`config.mk`:
```
export PLATFORM = sky130hd
export DESIGN_NAME = ided_top
export DESIGN_NICKNAME = d
export VERILOG_FILES = /design/src/verilog/ided_pkg.sv /design/src/verilog/ided_top.sv /design/src/verilog/ided_sync.sv
export SDC_FILE = /design/constraint.sdc
export NUM_CORES = 1
export LEC_CHECK = 0
export ABC_CLOCK_PERIOD_IN_PS = 1570
export BUFFER_PORTS_ARGS = -buffer_cell sky130_fd_sc_hd__buf_2
export CAP_MARGIN = 0
export CORE_ASPECT_RATIO = 0.6
export CORE_MARGIN = 10
export CORE_UTILIZATION = 50
export CTS_CLUSTER_DIAMETER = 40
export DETAILED_ROUTE_END_ITERATION = 8
export HOLD_SLACK_MARGIN = 0.1
export PLACE_DENSITY = 0.81
export SYNTH_ARGS = -nofsm -noshare
export SYNTH_HDL_FRONTEND = slang
export SYNTH_SLANG_ARGS = --single-unit
```
`constraint.sdc`:
```
create_clock -name clk -period 1.57 [get_ports clk]
set_input_delay 0.314 -clock clk [delete_from_list [all_inputs] [get_ports clk]]
set_output_delay 0.314 -clock clk [all_outputs]
set_load 0.02 [all_outputs]
```
`src/verilog/ided_pkg.sv`:
```
// constants shared by the ide decode block
package ided_pkg;
  localparam int          ADDR_W      = 10;
  localparam logic [9:0]  PRI_CMD     = 10'h1F0;
  localparam logic [9:0]  SEC_CMD     = 10'h170;
  localparam logic [9:0]  PRI_CTL     = 10'h3F6;
  localparam logic [9:0]  PRI_ADR     = 10'h3F7;
  localparam logic [9:0]  SEC_CTL     = 10'h376;
  localparam logic [9:0]  SEC_ADR     = 10'h377;
  localparam logic [9:0]  CMD_MASK    = 10'h3F8;
  // filtered input vector layout
  localparam int          IN_W        = 20;
  localparam int          B_AEN       = 10;
  localparam int          B_RD_N      = 11;
  localparam int          B_WR_N      = 12;
  localparam int          B_IOCS16_N  = 13;
  localparam int          B_SHARED    = 14;
  localparam int          B_IDE_EN    = 15;
  localparam int          B_SECONDARY = 16;
  localparam int          B_DMA_MODE  = 17;
  localparam int          B_HOST_D7   = 18;
  localparam int          B_DRV_D7    = 19;
  // strobes, aen, iocs16 and shared pin idle high
  localparam logic [19:0] IN_INIT     = 20'h07C00;
endpackage

```
`src/verilog/ided_top.sv`:
```
// ide address decode, bit 7 steering and high byte enable
`timescale 1ns/10ps
`default_nettype none
module ided_top (
  input  wire logic       clk,
  input  wire logic       reset_n,
  input  wire logic [9:0] host_addr,
  input  wire logic       host_aen,
  input  wire logic       host_rd_n,
  input  wire logic       host_wr_n,
  input  wire logic       host_d7_in,
  output logic            host_d7_out,
  output logic            host_d7_oe,
  input  wire logic       drv_d7_in,
  output logic            drv_d7_out,
  output logic            drv_d7_oe,
  input  wire logic       iocs16_n,
  input  wire logic       shared_pin,
  input  wire logic       ide_enable,
  input  wire logic       base_addr_strap_1,
  input  wire logic       dma_ack_mode,
  output logic            cs0_n,
  output logic            cs1_n,
  output logic            hi_byte_en_n,
  output logic            ide_dma_ack_n,
  output logic            drive_type,
  output logic            density_select_high
);
  // ==========================================================
  // input filtering
  logic [ided_pkg::IN_W-1:0] raw;
  logic [ided_pkg::IN_W-1:0] f;

  assign raw = {drv_d7_in, host_d7_in, dma_ack_mode, base_addr_strap_1, ide_enable,
                shared_pin, iocs16_n, host_wr_n, host_rd_n, host_aen, host_addr};

  ided_sync #(
    .W    (ided_pkg::IN_W),
    .INIT (ided_pkg::IN_INIT)
  ) u_sync (
    .clk     (clk),
    .reset_n (reset_n),
    .d       (raw),
    .q       (f)
  );

  // ==========================================================
  // address decode
  logic [9:0] a;
  logic       io_cyc;
  logic       en;
  logic       sec;
  logic       pri_cmd;
  logic       sec_cmd;
  logic       hit_cs0;
  logic       hit_cs1;
  logic       pass_d7;
  logic       float_d7;

  assign a       = f[ided_pkg::ADDR_W-1:0];
  assign en      = f[ided_pkg::B_IDE_EN];
  assign sec     = f[ided_pkg::B_SECONDARY];
  assign io_cyc  = !f[ided_pkg::B_AEN] && (!f[ided_pkg::B_RD_N] || !f[ided_pkg::B_WR_N]);
  assign pri_cmd = (a & ided_pkg::CMD_MASK) == ided_pkg::PRI_CMD;
  assign sec_cmd = (a & ided_pkg::CMD_MASK) == ided_pkg::SEC_CMD;

  // cs0 command window of the strapped base
  // primary or secondary base decode, chosen by strap
  assign hit_cs0 = (!sec && pri_cmd) || (sec && sec_cmd);
  assign hit_cs1 = (!sec && (a == ided_pkg::PRI_CTL || a == ided_pkg::PRI_ADR)) ||
                   (sec && (a == ided_pkg::SEC_CTL || a == ided_pkg::SEC_ADR));
  assign pass_d7 = pri_cmd || sec_cmd || a == ided_pkg::PRI_CTL || a == ided_pkg::SEC_CTL;
  assign float_d7 = a == ided_pkg::PRI_ADR || a == ided_pkg::SEC_ADR;

  // ==========================================================
  // output registers
  logic next_cs0_n;
  logic next_cs1_n;
  logic next_hi_n;
  logic next_drv_d7_out;
  logic next_drv_d7_oe;
  logic next_host_d7_out;
  logic next_host_d7_oe;
  logic next_dack_n;
  logic next_drive_type;
  logic next_dens_high;

  always_comb begin
    next_cs0_n       = !(en && io_cyc && hit_cs0);
    next_cs1_n       = !(en && io_cyc && hit_cs1);
    next_hi_n        = !(en && io_cyc && hit_cs0 && !f[ided_pkg::B_IOCS16_N]);
    next_drv_d7_out  = f[ided_pkg::B_HOST_D7];
    next_host_d7_out = f[ided_pkg::B_DRV_D7];
    next_drv_d7_oe   = 1'b0;
    next_host_d7_oe  = 1'b0;
    if (en && io_cyc && pass_d7 && !float_d7) begin
      next_drv_d7_oe  = !f[ided_pkg::B_WR_N];
      next_host_d7_oe = !f[ided_pkg::B_RD_N];
    end
    if (f[ided_pkg::B_DMA_MODE]) begin
      next_dack_n     = f[ided_pkg::B_SHARED];
      next_drive_type = 1'b1;
      next_dens_high  = 1'b1;
    end else begin
      next_dack_n     = 1'b1;
      next_drive_type = f[ided_pkg::B_SHARED];
      next_dens_high  = f[ided_pkg::B_SHARED];
    end
  end

  always_ff @(posedge clk or negedge reset_n) begin
    if (!reset_n) begin
      cs0_n               <= 1'b1;
      cs1_n               <= 1'b1;
      hi_byte_en_n        <= 1'b1;
      drv_d7_out          <= 1'b0;
      drv_d7_oe           <= 1'b0;
      host_d7_out         <= 1'b0;
      host_d7_oe          <= 1'b0;
      ide_dma_ack_n       <= 1'b1;
      drive_type          <= 1'b1;
      density_select_high <= 1'b1;
    end else begin
      cs0_n               <= next_cs0_n;
      cs1_n               <= next_cs1_n;
      hi_byte_en_n        <= next_hi_n;
      drv_d7_out          <= next_drv_d7_out;
      drv_d7_oe           <= next_drv_d7_oe;
      host_d7_out         <= next_host_d7_out;
      host_d7_oe          <= next_host_d7_oe;
      ide_dma_ack_n       <= next_dack_n;
      drive_type          <= next_drive_type;
      density_select_high <= next_dens_high;
    end
  end

  // ==========================================================
  // checks
  property p_cs0_primary;
    @(posedge clk) disable iff (!reset_n)
      (en && !sec && io_cyc && a == 10'h1F7) |=> !cs0_n;
  endproperty
  a_cs0_primary: assert property (p_cs0_primary) else $error("cs0 missing for primary 1F7");

  property p_cs1_secondary;
    @(posedge clk) disable iff (!reset_n)
      (en && sec && io_cyc && (a == ided_pkg::SEC_CTL || a == ided_pkg::SEC_ADR)) |=> !cs1_n;
  endproperty
  a_cs1_secondary: assert property (p_cs1_secondary) else $error("cs1 missing for secondary");

  property p_disable_cs0_hi;
    @(posedge clk) disable iff (!reset_n)
      (!en)[*2] |=> (cs0_n && hi_byte_en_n);
  endproperty
  a_disable_cs0_hi: assert property (p_disable_cs0_hi) else $error("cs0 or hi byte active while disabled");

  property p_disable_cs1;
    @(posedge clk) disable iff (!reset_n)
      !cs1_n |-> $past(en);
  endproperty
  a_disable_cs1: assert property (p_disable_cs1) else $error("cs1 active while disabled");

  property p_pass_d7;
    @(posedge clk) disable iff (!reset_n)
      (en && io_cyc && !f[ided_pkg::B_WR_N] && a == ided_pkg::PRI_CTL) |=>
        (drv_d7_oe && drv_d7_out == $past(f[ided_pkg::B_HOST_D7]));
  endproperty
  a_pass_d7: assert property (p_pass_d7) else $error("bit 7 not passed on 3F6 write");

  property p_float_d7;
    @(posedge clk) disable iff (!reset_n)
      (io_cyc && (a == ided_pkg::PRI_ADR || a == ided_pkg::SEC_ADR)) |=> (!drv_d7_oe && !host_d7_oe);
  endproperty
  a_float_d7: assert property (p_float_d7) else $error("bit 7 driven at 3F7 or 377");

  property p_hi_byte;
    @(posedge clk) disable iff (!reset_n)
      !hi_byte_en_n |-> ($past(!f[ided_pkg::B_IOCS16_N]) && !cs0_n);
  endproperty
  a_hi_byte: assert property (p_hi_byte) else $error("hi byte without iocs16 or cs0");

  property p_shared_mode;
    @(posedge clk) disable iff (!reset_n)
      $past(f[ided_pkg::B_DMA_MODE]) |-> (density_select_high && drive_type &&
                                          ide_dma_ack_n == $past(f[ided_pkg::B_SHARED]));
  endproperty
  a_shared_mode: assert property (p_shared_mode) else $error("shared pin role wrong in dma mode");

  property p_outside_idle;
    @(posedge clk) disable iff (!reset_n)
      (!hit_cs0 && !hit_cs1) |=> (cs0_n && cs1_n);
  endproperty
  a_outside_idle: assert property (p_outside_idle) else $error("chip select outside ranges");
endmodule
`default_nettype wire

```
`src/verilog/ided_sync.sv`:
```
// three stage input synchroniser with agreement filter
`timescale 1ns/10ps
`default_nettype none
module ided_sync #(
  parameter int                  W    = 1,
  parameter logic [W-1:0]        INIT = '0
) (
  input  wire logic              clk,
  input  wire logic              reset_n,
  input  wire logic [W-1:0]      d,
  output logic      [W-1:0]      q
);
  logic [W-1:0] s1;
  logic [W-1:0] s2;
  logic [W-1:0] s3;
  logic [W-1:0] next_q;

  genvar i;
  generate
    for (i = 0; i < W; i++) begin : g_bit
      // accept a change once stages two and three agree
      always_comb begin
        next_q[i] = (s2[i] == s3[i]) ? s3[i] : q[i];
      end
    end
  endgenerate

  always_ff @(posedge clk or negedge reset_n) begin
    if (!reset_n) begin
      s1 <= INIT;
      s2 <= INIT;
      s3 <= INIT;
      q  <= INIT;
    end else begin
      s1 <= d;
      s2 <= s1;
      s3 <= s2;
      q  <= next_q;
    end
  end
endmodule
`default_nettype wire

```
==> qor.csv <==
stage,metric,value,unit
run_status,outcome,finished clean,
power,Comb pwr share,5.0,%
timing,Worst Tran Pin Value,341,ps
grt,GR Overflow Total,0,
setup_path,Critical Path AT,1740,ps
drt,DR iter-0 viols,63,
setup_path,critical path capture point type,flip-flop,
power,switch share,20.6,%
placement,GPL Wtd Cong,0.743,
finish,Sequential cell area,2260,µm²
finish,"most common cell after layout, fill and taps aside",dfrtp_1,
setup_path,startpoint class of the critical path,flip-flop,
grt,initial antenna violation count,0,
finish,most frequent cells in the layout,"64 x dfrtp_1, 30 x buf_2, 25 x dfstp_2, 21 x dlygate4sd3_1, 20 x maj3_1",
synth,"Seq/Total Area, Yosys",88.3,%
timing,Max Slew Vio Count,0,
timing,Final period util,94.6,%
drt,Total Wirelength,3730,µm
setup_path,CP required,1820,ps
synth,distinct cell type count after synthesis,15,
timing,PnR worst setup slack,84.6,ps
finish,share of cells above drive strength 1,38.3,%
clock_network,number of CTS-inserted buffers,9,
synth,Seq cells post-synth,89,
grt,vias in the first global route,1289,
finish,Final Non-Filler Cells,259,
clock_network,CTS tree,yes,
drt,via count,1145,
finish,multi-input logic area,289,µm²
drt,# DRC,0,
synth,Post-Syn Instances,124,
synth,syn_area_per_cell,20.6,µm²
drt,Routed Antenna Nets,0,
clock_network,Root Buffer,clkbuf_8,
synth,YS warnings,0,
floorplan,die width,112,µm
timing,Max-slew headroom,77.2,%
placement,HPWL after detailed placement,2510,µm
synth,synthesized cell area,2560,µm²
power,Clk pwr share,37.0,%
grt,largest net degree at the start of global routing,42,
timing,WHS,353,ps
drt,Vias/cell,4.42,
power,Worst VDD drop,732,µV
clock_network,cts repair resizes,0,
placement,pre-CTS setup slack,34.6,ps
clock_network,Post-CTS Setup Bufs,0,
finish,Fill cells,355,
grt,first-pass GRT wire length,6200,µm
timing,skew final,8.71,ps
timing,Setup TNS,0,ps
setup_path,CP max stage cell,or4_1,
flow_run,Max Cap Viol,0,
clock_network,Clock transition at path regs,80,ps
floorplan,Core Region,5000,µm²
setup_path,worst path cell trace,nand4b_1 > a2111o_1 > or4_1,
setup_path,worst stage delay on the critical path,520,ps
power,Reg power frac,58.0,%
timing,FMAX,0.673,GHz
placement,IO buf count,31,
finish,ant diodes,0,
clock_network,# H-tree levels,3,
min_path,Hold Crit Class,flip-flop to flip-flop,
power,NetSw,898,µW
drt,DR pass1 iterations,4,
timing,clock period minus worst slack,1490,ps
setup_path,kind of critical path,flip-flop to flip-flop,
power,internal cell power,3470,µW
setup_path,worst reg-to-reg setup slack,80,ps
floorplan,Die ar.,8470,µm²
grt,Total GRT Usage,9.73,%
timing,Setup-failing EPs final,0,
placement,dpl cells,222,
floorplan,FP Rows,20,
clock_network,Max clock buf depth,2,
floorplan,Chip Height,75.4,µm
finish,Layout area overhead,26.7,%
power,PwrDens,1350,nW/µm²
setup_path,CP bufs+invs,0,
clock_network,Clock Sinks,89,
floorplan,Initial Util,51.1,%
finish,Final Util,64.8,%
setup_path,Crit Path Max Fanout,5,
clock_network,Worst-Skew Late Latency,340,ps
timing,Final Hold Fails,0,
floorplan,num ports,32,
finish,Nets,210,
timing,unrepaired setup endpoints after global routing,false,
drt,routed length per instance,14.4,µm
setup_path,Crit path max-delay family,simple AND/OR/NAND/NOR gates,
power,Leak,0.00140,µW
synth,Syn Nets,146,
[per-stage QoR]
step                total power, µW  cell area [µm²]
floorplan                      2630             2560
global placement               2740             2820
detailed placement             2760             2820
CTS                            4420             3240
global route                   4560             3240
finish                         4370             3240
[kinds of logic (layout without fill, tap and decap cells)]
kind of cell | count (synthesis) | count (layout) | synth area share (%)
adder cells (fa/ha/maj) | 20 | 20 | 7.82
XOR/XNOR | 1 | 1 | 0.342
AND/OR/NAND/NOR | 10 | 10 | 2.40
flip-flops | 89 | 89 | 88.3
buffers and inverters | 2 | 71 | 0.440
AO/OA/AOI/OAI | 2 | 2 | 0.734
[registers in the layout, summed over array words and instances (netlist names)]
register and cells:
drv_d7_out 1, drv_d7_oe 1, cs1_n 1, u_sync.s2 20, u_sync.s3 20, host_d7_oe 1, u_sync.s1 20, density_select_high 1
cs0_n 1, host_d7_out 1, ide_dma_ack_n 1, hi_byte_en_n 1, u_sync.q 20
[metal layers]
| layer | GRT usage [%] | vias to the layer above | routed length (µm) |
|---|---|---|---|
| met3 | 5.03 | 3 | 193 |
| li1 | - | 536 | - |
| met2 | 15.4 | 27 | 1830 |
| met4 | 4.20 | 0 | 16 |
| met5 | 0 | - | 0 |
| met1 | 11.1 | 579 | 1690 |
[worst register-to-register path: stages, from the launching register on]
cell and delay, ps:
dfstp_2 370, nand4b_1 160, a2111o_1 360, or4_1 520
[repair_timing]
action | in CTS | in global routing
hold endpoints to repair | 40 | 0
hold buffers | 21 | 0
setup endpoints to repair | 0 | 1
[final cells by class]
class / count / share of cell area (%)
clock buffers: 11 / 4.05
clock inverters: 5 / 2.47
inverters: 1 / 0.116
multi-input cells: 33 / 8.92
flip-flops and latches: 89 / 69.7
well taps: 66 / 2.55
repair buffers: 54 / 12.2
[Yosys cell counts]
library cell | instances | area, µm²
dfrtp_1 | 64 | 1600
dfstp_2 | 25 | 657
maj3_1 | 20 | 200
nand2_1 | 2 | 7.51
nor3_1 | 2 | 10.0
or4_1 | 2 | 15.0
a2111o_1 | 1 | 11.3
buf_4 | 1 | 7.51
inv_1 | 1 | 3.75
nand2b_1 | 1 | 6.26
nand4b_1 | 1 | 8.76
o21a_1 | 1 | 7.51
or2_2 | 1 | 6.26
or3_2 | 1 | 7.51
xnor2_1 | 1 | 8.76
[path summary, 6_finish.rpt]
path / start / end / cells past startpoint
max in group asynchronous: reset_n / u_sync.s1[10] / 3
min: u_sync.s1[18] / u_sync.s2[18] / 0
min reg2reg: u_sync.s1[18] / u_sync.s2[18] / 0
max: u_sync.q[10] / cs1_n / 3
min in group asynchronous: reset_n / u_sync.q[16] / 2
max reg2reg: u_sync.q[10] / cs1_n / 3
[power groups by stage]
stage / clock network, µW / registers (µW) / logic, µW
after global routing: 1760 / 2550 / 243
after floorplan: 0 / 2570 / 67.1
after detailed placement: 0 / 2580 / 182
final: 1620 / 2530 / 217
after global placement: 0 / 2570 / 173
after CTS: 1660 / 2540 / 223
Power figures use the tool's default switching activity.
